===== src/adc_seq_defs.svh =====
// Functional notes
// - Mode bit 0 converts one channel once; 1 scans channels repeatedly.
// - Conversion time select 0 gives 134 states maximum, 1 gives 70.
// - Channel field picks one input, or a group and highest scanned channel.
// - Trigger enable lets a pin edge start conversion; edge polarity is selectable.
// - Trigger control bits 6 to 1 ignore writes and read as 1.
// - Each conversion is successive approximation giving a 10-bit result.
// - Single mode stores result into the channel's result register.
// - Single mode end sets end flag and interrupt when enabled.
// - Single mode start reads 1 during conversion, cleared at end, then idle.
// - Scan start begins at group's first input; at most four channels.
// - Scan stores each channel result into its own result register in order.
// - Scan end of last channel sets flag, interrupt, restarts at first channel.
// - Scan never clears start by hardware; stops when software clears it.
// - A start delay precedes sampling, varying with write timing.
// - First delay 6-9 or 4-5 states; total 131-134 or 69-70 states.
// - Sampling lasts 31 or 15 states, within the conversion time.
// - Later scan conversions take fixed 128 or 66 states.
// - Enabled trigger edge sets start; conversion then acts as software start.
// - End flag clears by writing 0 after reading it as 1.
// - Result sits in bits 15 to 6, low bits read 0, reset zero.
// - Upper byte read latches lower byte for a later lower byte read.
// - Inputs 0/4, 1/5, 2/6, 3/7 share result registers a, b, c, d.
`ifndef ADC_SEQ_DEFS_SVH
`define ADC_SEQ_DEFS_SVH

// =====================================================================
// Register offsets
`define CSR_OFFSET 12'h000
`define TRIG_OFFSET 12'h004
`define EDGE_OFFSET 12'h008
`define RESULT_BASE 12'h010
`define RESULT_UPPER_BASE 12'h020
`define RESULT_LOWER_OFFSET 12'h030

// =====================================================================
// Field positions
`define CSR_FLAG_BIT 7
`define CSR_IRQ_EN_BIT 6
`define CSR_START_BIT 5
`define CSR_SCAN_BIT 4
`define CSR_CKS_BIT 3
`define CSR_CH_TOP_BIT 2
`define TRIG_EN_BIT 7
`define TRIG_RSVD_BIT 0
`define TRIG_ONES 6'h3f
`define EDGE_SEL_BIT 5
`define RESULT_SHIFT 6

// =====================================================================
// Reset values
`define CSR_RESET 8'h00
`define TRIG_RESET 1'b0
`define EDGE_RESET 1'b0
`define RESULT_RESET 10'h000

// =====================================================================
// Timing counts in states
`define DELAY_MIN_SLOW 6
`define DELAY_MAX_SLOW 9
`define DELAY_MIN_FAST 4
`define DELAY_MAX_FAST 5
`define SAMPLE_SLOW 31
`define SAMPLE_FAST 15
`define CONV_MAX_SLOW 134
`define CONV_MAX_FAST 70
`define SCAN_NEXT_SLOW 128
`define SCAN_NEXT_FAST 66
`define RESULT_WIDTH 10
`define PIPE_FIRST 3
`define PIPE_NEXT 2
`define ENGINE_SLOW (`CONV_MAX_SLOW - `DELAY_MAX_SLOW - `PIPE_FIRST)
`define ENGINE_FAST (`CONV_MAX_FAST - `DELAY_MAX_FAST - `PIPE_FIRST)
`define BIT_SLOW ((`ENGINE_SLOW - `SAMPLE_SLOW) / `RESULT_WIDTH)
`define BIT_FAST ((`ENGINE_FAST - `SAMPLE_FAST) / `RESULT_WIDTH)
`define TAIL_SLOW (`ENGINE_SLOW - `SAMPLE_SLOW - `RESULT_WIDTH * `BIT_SLOW)
`define TAIL_FAST (`ENGINE_FAST - `SAMPLE_FAST - `RESULT_WIDTH * `BIT_FAST)
`define NEXT_DELAY_SLOW (`SCAN_NEXT_SLOW - `ENGINE_SLOW - `PIPE_NEXT)
`define NEXT_DELAY_FAST (`SCAN_NEXT_FAST - `ENGINE_FAST - `PIPE_NEXT)

`endif


===== src/adc_seq_pkg.sv =====
package adc_seq_pkg;

    // =====================================================================
    // Sequencer states
    typedef enum logic [2:0] {
        seq_idle = 3'b001,
        seq_delay = 3'b010,
        seq_convert = 3'b100
    } seq_state_t;

    // =====================================================================
    // Approximation engine states
    typedef enum logic [3:0] {
        eng_idle = 4'b0001,
        eng_sample = 4'b0010,
        eng_bits = 4'b0100,
        eng_tail = 4'b1000
    } eng_state_t;

endpackage


===== src/adc_sequencer_control.sv =====
`timescale 1ns/10ps
`include "adc_seq_defs.svh"

module adc_sequencer_control #(
    parameter int RESULT_BITS = `RESULT_WIDTH,
    parameter int NUM_CHANNELS = 8
) (
    input wire logic ref_clk,
    input wire logic reset_n,
    input wire logic psel,
    input wire logic penable,
    input wire logic pwrite,
    input wire logic [11:0] paddr,
    input wire logic [31:0] pwdata,
    output logic [31:0] prdata,
    output logic pready,
    output logic pslverr,
    input wire logic external_trigger_pin,
    input wire logic comparator_in,
    output logic [2:0] analog_channel,
    output logic sample_hold,
    output logic [RESULT_BITS-1:0] dac_code,
    output logic conversion_end_interrupt
);

    generate
        if (NUM_CHANNELS != 8 || RESULT_BITS != `RESULT_WIDTH) begin : g_bad_cfg
            $error("adc_sequencer_control: only eight channels of ten bits supported");
        end
    endgenerate

    // =====================================================================
    // Helpers
    function automatic logic [15:0] fmt_result(input logic [RESULT_BITS-1:0] r);
        fmt_result = 16'(r) << `RESULT_SHIFT;
    endfunction

    function automatic logic [7:0] clip8(input int v);
        clip8 = 8'(v);
    endfunction

    // =====================================================================
    // Register state
    logic end_flag_ff;
    logic end_irq_enable_ff;
    logic start_bit_ff;
    logic scan_mode_ff;
    logic conversion_time_select_ff;
    logic [2:0] channel_select_ff;
    logic trigger_enable_ff;
    logic trig_rsvd_ff;
    logic trigger_edge_select_ff;
    logic flag_armed_ff;
    logic [RESULT_BITS-1:0] result_ff [4];
    logic [7:0] low_latch_ff;
    logic [1:0] phase_ff;

    logic [7:0] nxt_csr_bits;
    logic nxt_start_bit;
    logic nxt_end_flag;

    // =====================================================================
    // Sequencer state
    adc_seq_pkg::seq_state_t seq_ff;
    logic [7:0] delay_ff;
    logic [2:0] cur_chan_ff;
    logic eng_start_ff;

    // =====================================================================
    // Trigger pin synchroniser and edge detect
    logic trig_meta_ff;
    logic trig_sync_ff;
    logic trig_prev_ff;
    logic comp_meta_ff;
    logic comp_sync_ff;

    always_ff @(posedge ref_clk or negedge reset_n) begin
        if (!reset_n) begin
            trig_meta_ff <= 1'b1;
            trig_sync_ff <= 1'b1;
            trig_prev_ff <= 1'b1;
            comp_meta_ff <= 1'b0;
            comp_sync_ff <= 1'b0;
        end else begin
            trig_meta_ff <= external_trigger_pin;
            trig_sync_ff <= trig_meta_ff;
            trig_prev_ff <= trig_sync_ff;
            comp_meta_ff <= comparator_in;
            comp_sync_ff <= comp_meta_ff;
        end
    end

    wire trig_fall = trig_prev_ff & ~trig_sync_ff;
    wire trig_rise = ~trig_prev_ff & trig_sync_ff;
    wire trig_edge = trigger_edge_select_ff ? trig_rise : trig_fall;
    wire trig_start = trigger_enable_ff & trig_edge;

    // =====================================================================
    // Bus decode
    wire setup_phase = psel & ~penable & ~pready;
    wire access = psel & penable & pready;
    wire wr_access = access & pwrite;
    wire rd_access = access & ~pwrite;
    wire sel_csr = (paddr == `CSR_OFFSET);
    wire sel_trig = (paddr == `TRIG_OFFSET);
    wire sel_edge = (paddr == `EDGE_OFFSET);
    wire sel_word = (paddr[11:4] == `RESULT_BASE >> 4) & (paddr[1:0] == 2'b00);
    wire sel_upper = (paddr[11:4] == `RESULT_UPPER_BASE >> 4) & (paddr[1:0] == 2'b00);
    wire sel_lower = (paddr == `RESULT_LOWER_OFFSET);
    wire mapped = sel_csr | sel_trig | sel_edge | sel_word | sel_upper | sel_lower;
    wire [1:0] res_idx = paddr[3:2];
    wire [15:0] res_word = fmt_result(result_ff[res_idx]);
    wire csr_wr = wr_access & sel_csr;

    wire [7:0] csr_read = {end_flag_ff, end_irq_enable_ff, start_bit_ff, scan_mode_ff,
                           conversion_time_select_ff, channel_select_ff};
    wire [7:0] trig_read = {trigger_enable_ff, `TRIG_ONES, trig_rsvd_ff};
    wire [7:0] edge_read = 8'(trigger_edge_select_ff) << `EDGE_SEL_BIT;

    wire [31:0] read_mux = sel_csr ? {24'h000000, csr_read} :
                           sel_trig ? {24'h000000, trig_read} :
                           sel_edge ? {24'h000000, edge_read} :
                           sel_word ? {16'h0000, res_word} :
                           sel_upper ? {24'h000000, res_word[15:8]} :
                           sel_lower ? {24'h000000, low_latch_ff} : 32'h00000000;

    // =====================================================================
    // Bus answer: one wait-free access after each setup
    always_ff @(posedge ref_clk or negedge reset_n) begin
        if (!reset_n) begin
            pready <= 1'b0;
            pslverr <= 1'b0;
            prdata <= 32'h00000000;
        end else begin
            pready <= setup_phase;
            pslverr <= setup_phase & ~mapped;
            if (setup_phase) begin
                prdata <= pwrite ? 32'h00000000 : read_mux;
            end
        end
    end

    // =====================================================================
    // Conversion timing selection
    wire [7:0] first_delay = conversion_time_select_ff ?
        clip8(`DELAY_MIN_FAST) + {7'h00, phase_ff[0]} :
        clip8(`DELAY_MIN_SLOW) + {6'h00, phase_ff};
    wire [7:0] next_delay = conversion_time_select_ff ?
        clip8(`NEXT_DELAY_FAST) : clip8(`NEXT_DELAY_SLOW);
    wire [7:0] sample_len = conversion_time_select_ff ?
        clip8(`SAMPLE_FAST) : clip8(`SAMPLE_SLOW);
    wire [7:0] bit_len = conversion_time_select_ff ?
        clip8(`BIT_FAST) : clip8(`BIT_SLOW);
    wire [7:0] tail_len = conversion_time_select_ff ?
        clip8(`TAIL_FAST) : clip8(`TAIL_SLOW);

    // =====================================================================
    // Channel selection
    wire [2:0] group_first = {channel_select_ff[2], 2'b00};
    wire [2:0] group_last = channel_select_ff;
    wire [2:0] first_chan = scan_mode_ff ? group_first : channel_select_ff;
    wire scan_wrap = (cur_chan_ff == group_last);
    wire [2:0] following_chan = scan_wrap ? group_first : cur_chan_ff + 3'h1;

    // =====================================================================
    // Engine hookup
    wire eng_done;
    wire [RESULT_BITS-1:0] eng_result;
    wire abort = (seq_ff != adc_seq_pkg::seq_idle) & ~start_bit_ff;

    sar_engine #(
        .RESULT_BITS(RESULT_BITS)
    ) u_engine (
        .ref_clk(ref_clk),
        .reset_n(reset_n),
        .start(eng_start_ff),
        .abort(abort),
        .sample_len(sample_len),
        .bit_len(bit_len),
        .tail_len(tail_len),
        .comp_high(comp_sync_ff),
        .sample_on(sample_hold),
        .dac_code(dac_code),
        .result(eng_result),
        .done(eng_done)
    );

    wire conv_end = eng_done & (seq_ff == adc_seq_pkg::seq_convert) & start_bit_ff;
    wire single_end = conv_end & ~scan_mode_ff;
    wire scan_round_end = conv_end & scan_mode_ff & scan_wrap;
    wire set_flag = single_end | scan_round_end;

    // =====================================================================
    // Sequencer
    always_ff @(posedge ref_clk or negedge reset_n) begin
        if (!reset_n) begin
            seq_ff <= adc_seq_pkg::seq_idle;
            delay_ff <= 8'h00;
            cur_chan_ff <= 3'h0;
            eng_start_ff <= 1'b0;
        end else begin
            eng_start_ff <= 1'b0;
            unique case (seq_ff)
                adc_seq_pkg::seq_idle: begin
                    if (start_bit_ff) begin
                        seq_ff <= adc_seq_pkg::seq_delay;
                        delay_ff <= first_delay - 8'h01;
                        cur_chan_ff <= first_chan;
                    end
                end
                adc_seq_pkg::seq_delay: begin
                    delay_ff <= delay_ff - 8'h01;
                    if (abort) begin
                        seq_ff <= adc_seq_pkg::seq_idle;
                    end else if (delay_ff == 8'h00) begin
                        seq_ff <= adc_seq_pkg::seq_convert;
                        eng_start_ff <= 1'b1;
                    end
                end
                adc_seq_pkg::seq_convert: begin
                    if (abort) begin
                        seq_ff <= adc_seq_pkg::seq_idle;
                    end else if (single_end) begin
                        seq_ff <= adc_seq_pkg::seq_idle;
                    end else if (conv_end) begin
                        seq_ff <= adc_seq_pkg::seq_delay;
                        delay_ff <= next_delay - 8'h01;
                        cur_chan_ff <= following_chan;
                    end
                end
                default: begin
                    seq_ff <= adc_seq_pkg::seq_idle;
                end
            endcase
        end
    end

    // =====================================================================
    // Result storage
    always_ff @(posedge ref_clk or negedge reset_n) begin
        if (!reset_n) begin
            for (int i = 0; i < 4; i++) begin
                result_ff[i] <= `RESULT_RESET;
            end
            low_latch_ff <= 8'h00;
        end else begin
            if (conv_end) begin
                result_ff[cur_chan_ff[1:0]] <= eng_result;
            end
            if (rd_access & sel_upper) begin
                low_latch_ff <= res_word[7:0];
            end
        end
    end

    // =====================================================================
    // Control and status next values
    always_comb begin
        nxt_csr_bits = csr_wr ? pwdata[7:0] : csr_read;
        nxt_start_bit = nxt_csr_bits[`CSR_START_BIT];
        if (trig_start) begin
            nxt_start_bit = 1'b1;
        end
        if (single_end) begin
            nxt_start_bit = 1'b0;
        end
        nxt_end_flag = end_flag_ff;
        if (csr_wr & ~pwdata[`CSR_FLAG_BIT] & flag_armed_ff) begin
            nxt_end_flag = 1'b0;
        end
        if (set_flag) begin
            nxt_end_flag = 1'b1;
        end
    end

    always_ff @(posedge ref_clk or negedge reset_n) begin
        if (!reset_n) begin
            end_flag_ff <= 1'(`CSR_RESET >> `CSR_FLAG_BIT);
            end_irq_enable_ff <= 1'b0;
            start_bit_ff <= 1'b0;
            scan_mode_ff <= 1'b0;
            conversion_time_select_ff <= 1'b0;
            channel_select_ff <= 3'h0;
            flag_armed_ff <= 1'b0;
            phase_ff <= 2'h0;
        end else begin
            phase_ff <= phase_ff + 2'h1;
            end_flag_ff <= nxt_end_flag;
            start_bit_ff <= nxt_start_bit;
            end_irq_enable_ff <= nxt_csr_bits[`CSR_IRQ_EN_BIT];
            scan_mode_ff <= nxt_csr_bits[`CSR_SCAN_BIT];
            conversion_time_select_ff <= nxt_csr_bits[`CSR_CKS_BIT];
            channel_select_ff <= nxt_csr_bits[`CSR_CH_TOP_BIT:0];
            if (csr_wr) begin
                flag_armed_ff <= 1'b0;
            end else if (rd_access & sel_csr & prdata[`CSR_FLAG_BIT]) begin
                flag_armed_ff <= 1'b1;
            end
        end
    end

    // =====================================================================
    // Trigger control, edge select and outputs
    always_ff @(posedge ref_clk or negedge reset_n) begin
        if (!reset_n) begin
            trigger_enable_ff <= `TRIG_RESET;
            trig_rsvd_ff <= `TRIG_RESET;
            trigger_edge_select_ff <= `EDGE_RESET;
            analog_channel <= 3'h0;
            conversion_end_interrupt <= 1'b0;
        end else begin
            if (wr_access & sel_trig) begin
                trigger_enable_ff <= pwdata[`TRIG_EN_BIT];
                trig_rsvd_ff <= pwdata[`TRIG_RSVD_BIT];
            end
            if (wr_access & sel_edge) begin
                trigger_edge_select_ff <= pwdata[`EDGE_SEL_BIT];
            end
            analog_channel <= cur_chan_ff;
            conversion_end_interrupt <= end_flag_ff & end_irq_enable_ff;
        end
    end

endmodule


===== src/sar_engine.sv =====
`timescale 1ns/10ps
`include "adc_seq_defs.svh"

module sar_engine #(
    parameter int RESULT_BITS = `RESULT_WIDTH
) (
    input wire logic ref_clk,
    input wire logic reset_n,
    input wire logic start,
    input wire logic abort,
    input wire logic [7:0] sample_len,
    input wire logic [7:0] bit_len,
    input wire logic [7:0] tail_len,
    input wire logic comp_high,
    output logic sample_on,
    output logic [RESULT_BITS-1:0] dac_code,
    output logic [RESULT_BITS-1:0] result,
    output logic done
);

    generate
        if (RESULT_BITS < 2 || RESULT_BITS > 15) begin : g_bad_width
            $error("sar_engine: unsupported result width");
        end
    endgenerate

    adc_seq_pkg::eng_state_t state_ff;
    logic [7:0] cnt_ff;
    logic [3:0] idx_ff;

    // =====================================================================
    // Trial decode
    wire cnt_zero = (cnt_ff == 8'h00);
    wire [RESULT_BITS-1:0] cur_bit = RESULT_BITS'(1) << idx_ff;
    wire [RESULT_BITS-1:0] kept = comp_high ? dac_code : (dac_code & ~cur_bit);
    wire [RESULT_BITS-1:0] next_bit = cur_bit >> 1;
    wire last_bit = (idx_ff == 4'h0);

    // =====================================================================
    // Sample, then one trial per bit from the top down
    always_ff @(posedge ref_clk or negedge reset_n) begin
        if (!reset_n) begin
            state_ff <= adc_seq_pkg::eng_idle;
            cnt_ff <= 8'h00;
            idx_ff <= 4'h0;
            sample_on <= 1'b0;
            dac_code <= '0;
            result <= '0;
            done <= 1'b0;
        end else begin
            done <= 1'b0;
            if (abort) begin
                state_ff <= adc_seq_pkg::eng_idle;
                sample_on <= 1'b0;
            end else begin
                unique case (state_ff)
                    adc_seq_pkg::eng_idle: begin
                        if (start) begin
                            state_ff <= adc_seq_pkg::eng_sample;
                            cnt_ff <= sample_len - 8'h01;
                            sample_on <= 1'b1;
                            dac_code <= '0;
                        end
                    end
                    adc_seq_pkg::eng_sample: begin
                        cnt_ff <= cnt_ff - 8'h01;
                        if (cnt_zero) begin
                            state_ff <= adc_seq_pkg::eng_bits;
                            sample_on <= 1'b0;
                            idx_ff <= 4'(RESULT_BITS - 1);
                            dac_code <= RESULT_BITS'(1) << (RESULT_BITS - 1);
                            cnt_ff <= bit_len - 8'h01;
                        end
                    end
                    adc_seq_pkg::eng_bits: begin
                        cnt_ff <= cnt_ff - 8'h01;
                        if (cnt_zero) begin
                            cnt_ff <= bit_len - 8'h01;
                            idx_ff <= idx_ff - 4'h1;
                            if (last_bit) begin
                                dac_code <= kept;
                                result <= kept;
                                cnt_ff <= tail_len - 8'h01;
                                if (tail_len == 8'h00) begin
                                    state_ff <= adc_seq_pkg::eng_idle;
                                    done <= 1'b1;
                                end else begin
                                    state_ff <= adc_seq_pkg::eng_tail;
                                end
                            end else begin
                                dac_code <= kept | next_bit;
                            end
                        end
                    end
                    adc_seq_pkg::eng_tail: begin
                        cnt_ff <= cnt_ff - 8'h01;
                        if (cnt_zero) begin
                            state_ff <= adc_seq_pkg::eng_idle;
                            done <= 1'b1;
                        end
                    end
                    default: begin
                        state_ff <= adc_seq_pkg::eng_idle;
                    end
                endcase
            end
        end
    end

endmodule


===== config.mk =====
export PLATFORM = sky130hd
export DESIGN_NAME = adc_sequencer_control
export DESIGN_NICKNAME = d
export VERILOG_FILES = /design/src/adc_seq_pkg.sv /design/src/adc_sequencer_control.sv /design/src/sar_engine.sv
export VERILOG_INCLUDE_DIRS = /design/src /design/src/src
export SDC_FILE = /design/constraint.sdc
export NUM_CORES = 1
export LEC_CHECK = 0
export ABC_CLOCK_PERIOD_IN_PS = 4300
export BUFFER_PORTS_ARGS = -buffer_cell sky130_fd_sc_hd__buf_2
export CORE_ASPECT_RATIO = 0.6
export CORE_UTILIZATION = 55
export CTS_CLUSTER_DIAMETER = 120
export DETAILED_ROUTE_END_ITERATION = 8
export PLACE_DENSITY_LB_ADDON = 0.1
export SYNTH_ARGS = -nofsm -noshare
export SYNTH_HDL_FRONTEND = slang
export SYNTH_SLANG_ARGS = --single-unit

===== constraint.sdc =====
create_clock -name ref_clk -period 4.3 [get_ports ref_clk]
set_input_delay 0.215 -clock ref_clk [delete_from_list [all_inputs] [get_ports ref_clk]]
set_output_delay 0.215 -clock ref_clk [all_outputs]
set_load 0.02 [all_outputs]

* Word-level counts from Yosys, hierarchy flattened
Index checks and enable logic that the tools add are counted.
Operators by class: $add $sub $neg 12, $mul 0, divide/modulo/power cells 0, $lt $le $gt $ge 3, equality and inequality tests 28, shift-type cells 1, multiplexer cells 80, bitwise logic cells 48, reduce and logical (&&, ||, !) cells 25
Operators with widths (count):
- 2-to-1 mux 10 bit | 8
- 2-to-1 mux 16 bit | 5
- 2-to-1 mux 8 bit | 10
- 2-to-1 mux 4 bit | 11
- bitwise mux 40 bit | 1
- 2-to-1 mux 3 bit | 13
- one-hot mux 8 bit (4 select lines) | 1
- one-hot mux 10 bit (3 select lines) | 1
- AND 1 bit | 27
- logical NOT 8 bit | 3
- one-hot mux 8 bit (3 select lines) | 1
- binary-select mux 10 bit (select 2 bit) | 1
- demux 10 bit (select 2 bit) | 1
- AND reduction 5 bit | 4
- 2-to-1 mux 1 bit | 18
- one-hot mux 4 bit (4 select lines) | 1
- subtractor 8 x 1 -> 8 bit, second input constant | 2
- equality test 12 x 3 -> 1 bit, second input constant | 1
- equality test 12 x 4 -> 1 bit, second input constant | 1
- equality test 12 x 6 -> 1 bit, second input constant | 1
- logical NOT 12 bit | 1
- != test 3 x 2 -> 1 bit, second input constant | 4
- nonzero test 3 bit | 4
- AND 10 bit | 1
- other kinds (45) | 76
Word-level totals: register bits 152, bits in latches 0, RAM bits 0, ROM bits 0, bits of input ports 51, output and inout bits 49, word-level logic and storage cells 234, memories 0

* Depth between registers and ports, before layout
Gate-level depths: netlist of the first run.
depth in word-level cells 10, gate-level depth with buffers 8, mapped depth without buffers 7

* Hierarchy
From an unflattened synthesis of the first run, not the netlist that was laid out.
Unflattened totals: cell total of the unflattened synthesis 746, area, all modules 7518.5 um^2
By module, submodules not included:
- adc_sequencer_control | times used 1, cells an instance 419, area each 4794.6 um^2, seq. area each 2457.4 um^2
- sar_engine | times used 1, cells an instance 327, area each 2723.9 um^2, seq. area each 952.2 um^2

* Least setup slack after synthesis of the first run
OpenSTA, ideal clock, no wires.
path kind reg-to-reg, start register u_engine.cnt_ff[0], end register u_engine.result[1], setup time 0.125 ns, arrival time 1.988 ns, data required time 4.175 ns, setup slack 2.187 ns, cell stages (with the launch flop) 9, buffers on the path 1, clock period less this slack 2.113 ns, path through dfrtp_1 inv_1 ha_1 nor3b_1 and2_0 nand3_1 nor3_1 buf_2 mux2_2
Between the ends: word-level cells in the longest chain between the ends 2
RTL lines:
- start: declaration | line sar_engine.sv:28 | logic [7:0] cnt_ff;
- start signal: assignment | line sar_engine.sv:60 | cnt_ff <= sample_len - 8'h01;
- start signal: assignment | line sar_engine.sv:66 | cnt_ff <= cnt_ff - 8'h01;
- start signal: assignment | line sar_engine.sv:72 | cnt_ff <= bit_len - 8'h01;
- logical NOT 8 bit | line sar_engine.sv:33 | wire cnt_zero = (cnt_ff == 8'h00);
- AND reduction 4 bit (no source line)
- end signal: assignment | line sar_engine.sv:82 | result <= kept;
- end: declaration | line sar_engine.sv:17 | output logic [RESULT_BITS-1:0] result,
Every way passes these cells. A chain may end at the register's enable or synchronous reset.

* Worst setup path in the final report of the first run
start register u_engine.cnt_ff[0], end register u_engine.dac_code[8]
Between the ends: word-level cells in the longest chain between the ends 3, elaborated cells on any way between the ends 4, classes of those cells 2 x eq/ne; 2 x reduce/logical
RTL lines:
- logical NOT 8 bit (*) | line sar_engine.sv:33
- != test 2 x 1 -> 1 bit (no source line)
- AND reduction 5 bit (no source line) (*)
- end signal: assignment | line sar_engine.sv:71 | dac_code <= RESULT_BITS'(1) << (RESULT_BITS - 1);
- end signal: assignment | line sar_engine.sv:81 | dac_code <= kept;
- end signal: assignment | line sar_engine.sv:91 | dac_code <= kept | next_bit;
- end: declaration | line sar_engine.sv:16 | output logic [RESULT_BITS-1:0] dac_code,
Mark *: on every way between the ends. The rest lies on a longest branch, timed or not.

==> flow_metrics.py, run 1 <==
metrics = {
    "run_status": {
        "outcome": "completed",
    },
    "floorplanning": {
        "fp.dieArea_um2": 12800,
        "rows": 31,
        "io_pins": 100,
        "dieWidth_um": 146,
        "start_util_pct": 56.5,
        "core-area_um2": 12100,
        "fp.dieH_um": 88.2,
    },
    "global_route": {
        "grt_overflow": 0,
        "grt_max_degree": 99,
        "antenna_found_initial": 0,
        "grt_pass1_wl_um": 24700,
        "grt_pass1_vias": 4582,
        "grtUsageTotal_pct": 25.4,
    },
    "final_layout": {
        "drive_above_1_share_pct": 26.1,
        "final_cell_mix": "dfrtp_1 (131), mux2_2 (61), buf_2 (58)",
        "nFillCells": 932,
        "area_growth_pct": 14.5,
        "multi_input_area_um2": 3160,
        "register_area_um2": 3410,
        "fin_util_pct": 64.7,
        "final_common_cell": "dfrtp_1",
        "final_cells": 858,
        "antenna_cells": 0,
        "fin_nets": 745,
    },
    "logic_synthesis": {
        "yosysTopAreaCell": "dfrtp_1",
        "synth_simple_gate_area_share_pct": 13.7,
        "syn_area_per_cell_um2": 11.1,
        "ys_seq_elements": 136,
        "yosysWarnings": 0,
        "syn_inst": 616,
        "synth_area_um2": 6810,
        "synth_top_family_by_area": "compound AO/OA/AOI/OAI gates",
        "synthDistinctLibCells": 68,
        "synth_top_area_share_pct": 48.1,
        "synthFlopType": "dfrtp_1",
        "synth_edf_count": 0,
        "synthMuxAreaShare_pct": 13.8,
        "synth_xor_area_share_pct": 1.29,
        "synth_compound_area_share_pct": 14.1,
        "ys_seq_area_share_pct": 50.1,
        "synth.area.top_cells": "dfrtp_1 (48%), mux2_2 (10%), o21ai_0 (3.2%), mux4_2 (3.0%), a21oi_1 (2.9%)",
        "synthArstFlopShare_pct": 100,
        "yosys.area_share.adder_pct": 2.57,
    },
    "setup_path": {
        "startpoint": "u_engine.cnt_ff[0]",
        "worst_setup_path_start_kind": "flip-flop",
        "crit_fanout": 9,
        "crit_end": "u_engine.dac_code[8]",
        "crit_path_end_kind": "flip-flop",
        "rr_worst_depth": 7,
        "worstPathArrival_ps": 2990,
        "rrSetupSlack_ps": 1620,
        "required_ps": 4600,
        "rr_startpoint": "u_engine.cnt_ff[0]",
        "r2r-end": "u_engine.dac_code[8]",
        "path_class": "reg -> reg",
    },
    "power_and_ir_drop": {
        "leakage_nw": 3.65,
        "ir_drop_uv": 401,
        "p_per_area_nw_per_um2": 455,
    },
    "routing": {
        "drc": 0,
        "num_vias": 5114,
        "drt-total-wl_um": 15600,
        "avgViaCountPerCell": 5.96,
        "wire_per_inst_um": 18.2,
        "firstDrtPassIters": 5,
        "ant_nets": 0,
        "drt_iter0_markers": 378,
    },
    "sta": {
        "period_needed_ps": 2680,
        "slew_viol_final": 0,
        "finalCritPeriodShare_pct": 62.4,
        "finalSetupTns_ps": 0,
        "worstMarginPinSlew_ps": 1210,
        "clock.fmax_ghz": 0.373,
        "finalClockSkew_ps": 13.2,
        "final-hold-violation-count": 0,
        "relSlewSlack_pct": 19.6,
        "rsz0062_at_grt": "false",
        "setup_viol": 0,
    },
    "placement": {
        "place_congestion": 0.872,
        "dpl.hpwl_um": 10900,
        "dpl.cell_count": 822,
        "io_buffers": 59,
    },
    "cts": {
        "clk_path_buf_depth": 2,
        "worst_skew_pair.late_latency_ps": 420,
        "clk_pin_slew_ps": 60,
        "cts_resized": 0,
        "root_buffer": "clkbuf_16",
        "cts_buffers": 17,
        "cts_tree": "built",
        "htree_num_levels": 4,
        "cts_sinks": 136,
    },
    "job": {
        "drv_cap": 0,
    },
    "min_path": {
        "hp-class": "in -> reg",
    },
}
## kinds of logic after synthesis
group | count (synthesis)
other cells | 1
xor+xnor | 10
flops | 136
fa+ha+maj | 14
compound gates | 151
buf+inv | 59
mux | 75
simple gates | 170
## Yosys cell counts (all sizes together) (3+ instances only)
cell / number
o31ai: 13
clkbuf: 14
nor3: 19
nand3b: 3
nand2b: 7
mux2i: 5
ha: 14
nand2: 42
a22o: 11
nor2: 32
nor4: 8
a221o: 3
xor2: 4
inv: 22
dfstp: 5
nand3: 14
or4: 4
o21ai: 44
dfrtp: 131
a31oi: 4
buf: 23
or3: 3
xnor2: 6
and2: 10
a21oi: 40
a2bb2oi: 3
nor2b: 11
mux4: 9
mux2: 61
nand4: 4
or3b: 3
o22ai: 3
a21boi: 8
a21o: 3
## power breakdown
part           switching, mW  total (mW)  internal, mW
logic                  0.388       0.618         0.230
registers              0.116        1.51          1.40
clock network          0.550        1.42         0.865
## how the worst min path moves through the flow
stage                          from                         to  cells after the start
2_1_floorplan               reset_n          analog_channel[0]                      0
3_3_place_gp   external_trigger_pin               trig_meta_ff                      1
3_5_place_dp          comparator_in               comp_meta_ff                      1
4_1_cts                   pwdata[6]          end_irq_enable_ff                      2
5_1_grt                   pwdata[4]               scan_mode_ff                      2
6_report                  pwdata[3]  conversion_time_select_ff                      2
## critical path, stage by stage, from the launching register on
cell     delay, ps
dfrtp_1        370
inv_1          110
ha_1           150
nor3b_1        350
nand2_1        300
a21oi_1        570
nand2_1        310
a221o_1        410
## cell type report
type,instances,area share (%)
Clock inverter,12,1.64
Multi-Input combinational cell,436,40.5
Sequential cell,136,43.7
Clock buffer,20,5.73
Timing Repair Buffer,67,4.76
Inverter,22,1.06
Tap cell,165,2.65
## flip-flops by register name, summed over array words and instances (netlist names), 3 cells and up
signal and count:
channel_select_ff 3, seq_ff 3, u_engine.state_ff 4, u_engine.result 10, result_ff 40, prdata 16, delay_ff 8, u_engine.dac_code 10
u_engine.idx_ff 4, analog_channel 3, cur_chan_ff 3, u_engine.cnt_ff 8
## through the flow
stage	hold WS, ps	worst slack, ps	power, mW	instance area (um^2)
4_1_cts	23.6	1650	3.56	7800
3_5_place_dp	326	1670	2.14	7190
6_report	36.1	1620	3.55	7800
3_3_place_gp	321	1720	2.12	7190
5_1_grt	24.7	1490	3.72	7800
2_1_floorplan	-80.6	2190	1.96	6870
## per-layer routing
metal,track usage (%),vias to the layer above,wire length [um]
met5,0,-,0
met4,7.75,0,145
met3,6.82,15,1080
met2,34.6,179,6580
met1,39.0,2557,7810
li1,-,2363,-
## timing repair
action / in CTS / in global routing
endpoints found under the setup margin: 0 / 0
buffers inserted: 0 / 0
hold buffers: 4 / 0
endpoints found under the hold margin: 95 / 0
Note: power is estimated with default switching activity, not from simulation.
==> inputs of run 2 (changes only) <==
- ABC_AREA: not set -> 1
- ABC_CLOCK_PERIOD_IN_PS: 4300 -> 2600
- clock period: 4.3 -> 2.6 ns (I/O delays scaled with it)
==> run 2 against run 1 <==
Compared with the run above:
- global-route usage grew 1.7 points
- final cell count increased by 31%
- critical endpoint is now u_engine.dac_code[6]
- sequential share of layout area decreased by 2.6 points
- critical path depth increased by 4
==> flow_metrics.py, run 2 <==
metrics = {
    "setup_path": {
        "r2r-end": "u_engine.dac_code[6]",
        "crit_path_end_kind": "flip-flop",
        "required_ps": 2910,
        "path_class": "reg -> reg",
        "rrSetupSlack_ps": 660,
        "worstPathArrival_ps": 2250,
        "crit_fanout": 11,
        "startpoint": "u_engine.cnt_ff[0]",
        "rr_worst_depth": 11,
        "rr_startpoint": "u_engine.cnt_ff[0]",
        "worst_setup_path_start_kind": "flip-flop",
    },
    "placement": {
        "io_buffers": 59,
        "placed_cell_area_um2": 7570,
        "dpl.hpwl_um": 12300,
        "dpl.cell_count": 1080,
        "place_congestion": 0.895,
        "dp_slack_ps": 679,
    },
    "power_and_ir_drop": {
        "ir_drop_uv": 479,
        "p_per_area_nw_per_um2": 874,
        "total_power_mw": 7.24,
        "leakage_nw": 4.20,
    },
    "floorplanning": {
        "fp.dieH_um": 90.7,
        "fp.dieArea_um2": 13600,
        "rows": 31,
        "io_pins": 100,
        "core-area_um2": 12400,
        "start_util_pct": 58.1,
        "dieWidth_um": 150,
    },
    "min_path": {
        "hp-class": "in -> reg",
        "hold_end": "channel_select_ff[1]",
        "hold_path_depth": 3,
        "min_from": "pwdata[1]",
    },
    "sta": {
        "setup_viol": 0,
        "fin_ws_ps": 662,
        "finalClockSkew_ps": 11.1,
        "slew_viol_final": 0,
        "worstMarginPinSlew_ps": 727,
        "finalCritPeriodShare_pct": 74.5,
        "relSlewSlack_pct": 51.5,
        "final-hold-violation-count": 0,
        "clock.fmax_ghz": 0.516,
        "finalSetupTns_ps": 0,
        "rsz0062_at_grt": "false",
        "period_needed_ps": 1940,
    },
    "routing": {
        "drt-total-wl_um": 17200,
        "num_vias": 6015,
        "wire_per_inst_um": 15.3,
        "ant_nets": 0,
        "drc": 0,
        "firstDrtPassIters": 6,
        "avgViaCountPerCell": 5.36,
        "drt_iter0_markers": 439,
    },
    "cts": {
        "cts_sinks": 136,
        "clk_path_buf_depth": 2,
        "clk_pin_slew_ps": 60,
        "cts_resized": 0,
        "root_buffer": "clkbuf_16",
        "cts_setup_buffers": 0,
        "cts_buffers": 17,
        "postCtsHoldBufs": 11,
        "cts_tree": "built",
        "worst_skew_pair.late_latency_ps": 420,
        "htree_num_levels": 4,
    },
    "logic_synthesis": {
        "post-synth-top-count-cell": "nand2_1",
        "synthDistinctLibCells": 47,
        "synthFlopType": "dfrtp_1",
        "synth_top_area_share_pct": 45.5,
        "synth.area.top_cells": "dfrtp_1 (45%), nand2_1 (11%), o21ai_0 (7.2%), inv_1 (5.3%), nand3_1 (3.8%)",
        "synthArstFlopShare_pct": 100,
        "synth_edf_count": 0,
        "ys_seq_elements": 136,
        "synthTopCellsByCount": "nand2_1 (219), dfrtp_1 (131), o21ai_0 (103)",
        "syn_area_per_cell_um2": 8.28,
        "synth_area_um2": 7210,
        "ys_seq_area_share_pct": 47.3,
        "syn_inst": 871,
        "yosysTopAreaCell": "dfrtp_1",
        "yosysWarnings": 0,
    },
    "final_layout": {
        "final_cells": 1123,
        "area_growth_pct": 15.0,
        "antenna_cells": 0,
        "fin_area_um2": 8290,
        "final_cell_mix": "nand2_1 (219), dfrtp_1 (131), o21ai_0 (103)",
        "largest_reg_flops": 40,
        "final_common_cell": "nand2_1",
        "drive_above_1_share_pct": 17.6,
        "regMostFlops": "result_ff",
        "reg_top3": "result_ff: 40 flops, prdata: 16 flops",
        "fin_nets": 1010,
    },
    "job": {
        "drv_cap": 0,
    },
    "run_status": {
        "outcome": "completed",
    },
    "global_route": {
        "grtUsageTotal_pct": 27.1,
        "grt_overflow": 0,
        "antenna_found_initial": 0,
        "grt_pass1_vias": 5628,
        "grt_pass1_wl_um": 28400,
        "grt_max_degree": 78,
    },
}
[run 2: cells by family after synthesis]
kind of cell    synth area share, %
mux                           0.781
other cells                  0.0520
buf+inv                        9.48
simple gates                   25.2
xor+xnor                       1.94
flops                          47.3
fa+ha+maj                      2.43
compound gates                 12.8
[run 2: worst max-delay path by stage]
stage,endpoint,cells after the start
detailed placement,u_engine.dac_code[6],11
global placement,u_engine.dac_code[0],11
global route,u_engine.dac_code[4],7
finish,u_engine.dac_code[6],11
CTS,u_engine.result[3],9
floorplan,u_engine.dac_code[0],11
[run 2: metal layers]
metal	vias to the layer above	GRT usage (%)	share of wire, %
li1	2909	-	-
met2	215	39.2	43
met3	17	5.30	6.5
met4	0	7.15	0.93
met1	2874	41.1	50
met5	-	0	0
[run 2: cell type report]
cell class,instances,area (um^2)
clock buffers,20,457
clock inverters,12,149
fillers,1003,4130
inverters,111,417
multi-input cells,602,3170
flip-flops and latches,136,3410
well taps,165,206
repair buffers,77,477
[run 2: power breakdown]
| group | internal (mW) | total [mW] | leakage, nW | switching (mW) |
|---|---|---|---|---|
| sequential | 2.40 | 2.67 | 1.80 | 0.271 |
| clock | 1.56 | 2.49 | 0.300 | 0.934 |
| combinational | 0.662 | 2.08 | 2.10 | 1.42 |
| total | 4.62 | 7.24 | 4.20 | 2.62 |
[run 2: per-stage QoR]
step                      utilization, %  hold slack (ps)
after global placement              61.0              193
final                               66.8             20.1
after CTS                           66.8             13.1
after floorplan                        -             -166
after detailed placement            61.0              204
after global routing                66.8             36.8
[run 2: worst max-delay path: stages (launching register included)]
cell and delay (ps):
dfrtp_1 390, inv_1 120, ha_1 160, inv_1 70, nor3_4 210, nand2_4 120
nand2_1 90, nand2_2 100, nor2_4 270, inv_2 150, nand2_1 80, nand2_1 60
==> inputs of run 3 (changes only) <==
- ABC_CLOCK_PERIOD_IN_PS: 2600 -> 1950
- clock period: 2.6 -> 1.95 ns (I/O delays scaled with it)
==> run 3 against run 2 <==
Compared with the run above:
- via count is 1.6% higher
- design area rose by 2.1%
- clock-buffer cell count up 1
- critical endpoint is now u_engine.dac_code[0]
- highest routed layer unchanged
==> flow_metrics.py, run 3 (same netlist as run 2, synthesis figures left out) <==
metrics = {
    "run_status": {
        "outcome": "completed",
    },
    "setup_path": {
        "crit_path_end_kind": "flip-flop",
        "crit_end": "u_engine.dac_code[0]",
        "path_class": "reg -> reg",
        "worst_setup_path_start_kind": "flip-flop",
        "worstPathArrival_ps": 2150,
        "r2r-end": "u_engine.dac_code[0]",
        "required_ps": 2260,
        "startpoint": "u_engine.cnt_ff[0]",
        "rrSetupSlack_ps": 110,
        "crit_fanout": 10,
        "rr_startpoint": "u_engine.cnt_ff[0]",
        "rr_worst_depth": 11,
    },
    "cts": {
        "htree_num_levels": 4,
        "cts_sinks": 136,
        "clk_path_buf_depth": 2,
        "cts_tree": "built",
        "clk_pin_slew_ps": 60,
        "worst_skew_pair.late_latency_ps": 420,
        "cts_buffers": 17,
        "root_buffer": "clkbuf_16",
    },
    "sta": {
        "slew_viol_final": 0,
        "relSlewSlack_pct": 56.7,
        "worstMarginPinSlew_ps": 642,
        "final-hold-violation-count": 0,
        "period_needed_ps": 1840,
        "clock.fmax_ghz": 0.543,
        "finalClockSkew_ps": 10.1,
        "setup_viol": 0,
        "finalCritPeriodShare_pct": 94.5,
        "rsz0062_at_grt": "false",
        "fin_ws_ps": 108,
        "finalSetupTns_ps": 0,
    },
    "power_and_ir_drop": {
        "total_power_mw": 9.85,
        "pwr-share-comb_pct": 29.5,
        "ir_drop_uv": 625,
        "clkPwrFrac_pct": 34.5,
        "internal-power_mw": 6.35,
        "p_per_area_nw_per_um2": 1160,
        "p_switching_mw": 3.50,
        "leakage_nw": 4.29,
        "seqPwrFrac_pct": 36.0,
        "swShare_pct": 35.5,
    },
    "placement": {
        "place_congestion": 0.930,
        "io_buffers": 59,
        "dpl.hpwl_um": 12500,
        "dp_slack_ps": 138,
    },
    "job": {
        "drv_cap": 0,
    },
    "routing": {
        "drt-total-wl_um": 17400,
        "drc": 0,
        "avgViaCountPerCell": 5.35,
        "ant_nets": 0,
        "drt_iter0_markers": 501,
        "firstDrtPassIters": 5,
        "num_vias": 6110,
        "wire_per_inst_um": 15.2,
    },
    "final_layout": {
        "final_cell_mix": "nand2_1 (219), dfrtp_1 (131), o21ai_0 (103)",
        "drive_above_1_share_pct": 19.2,
        "antenna_cells": 0,
        "reg_top3": "result_ff: 40 flops, prdata: 16 flops",
        "fin_nets": 1028,
        "largest_reg_flops": 40,
        "final_common_cell": "nand2_1",
        "regMostFlops": "result_ff",
        "area_growth_pct": 17.4,
    },
    "global_route": {
        "grt_pass1_wl_um": 28800,
        "grt_overflow": 0,
        "grt_max_degree": 62,
        "grtUsageTotal_pct": 27.4,
        "grt_pass1_vias": 5767,
        "antenna_found_initial": 0,
    },
    "min_path": {
        "hp-class": "in -> reg",
    },
    "floorplanning": {
        "fp.dieArea_um2": 13600,
        "dieWidth_um": 150,
        "core-area_um2": 12400,
        "fp.dieH_um": 90.7,
        "start_util_pct": 58.1,
        "rows": 31,
        "io_pins": 100,
    },
}
==> run 3: worst min-delay path by stage <==
stage | from | to | slack [ps] | cells after the start
floorplan | reset_n | analog_channel[0] | -200 | 0
detailed placement | reset_n | pslverr | 110 | 1
finish | pwdata[7] | trigger_enable_ff | 30 | 3
global placement | reset_n | pslverr | 110 | 1
CTS | pwdata[7] | trigger_enable_ff | 10 | 3
global route | pwdata[7] | trigger_enable_ff | 10 | 3
==> run 3: power groups by stage <==
stage	logic, mW	clock network (mW)	registers, mW
after floorplan	2.15	0	3.53
after global placement	2.69	0	3.57
after detailed placement	2.78	0	3.59
after CTS	2.81	3.43	3.55
after global routing	3.26	3.56	3.61
final	2.90	3.39	3.55
==> run 3: routing by layer <==
| metal | track usage [%] | vias to the layer above | wire [um] |
|---|---|---|---|
| li1 | - | 2949 | - |
| met4 | 6.48 | 0 | 116 |
| met5 | 0 | - | 0 |
| met3 | 7.73 | 12 | 1400 |
| met1 | 40.6 | 2907 | 8410 |
| met2 | 39.5 | 242 | 7430 |
==> run 3: final cells by class <==
type	instances	area, um^2
timing repair buffer	95	627
clock buffer	21	480
fill	989	3950
sequential	136	3410
inverter	111	417
tap	165	206
multi-input combinational	602	3180
clock inverter	11	145
==> run 3: metrics by stage <==
step,instances,instance area (um^2),hold slack (ps),utilization (%)
2_1_floorplan,886,7260,-198,-
3_3_place_gp,1095,7700,108,62.0
3_5_place_dp,1095,7700,115,62.0
4_1_cts,1139,8440,13.1,68.0
5_1_grt,1141,8460,12.5,68.2
6_report,1141,8460,26.6,68.2
==> run 3: what timing repair did <==
action,4_1_cts,5_1_grt
buffers inserted,0,2
hold buffers,12,0
resized for setup,0,1
setup endpoints to repair,0,10
endpoints found under the hold margin,67,0
==> run 3: worst max-delay path, cell delays in order (launching register included) <==
cell	delay [ps]
dfrtp_1	390
inv_1	130
ha_1	160
inv_1	80
nor3_4	240
nand2_4	110
nand2_1	100
nand2_2	100
nor2_4	160
inv_2	120
nand2_1	90
nand2_1	60
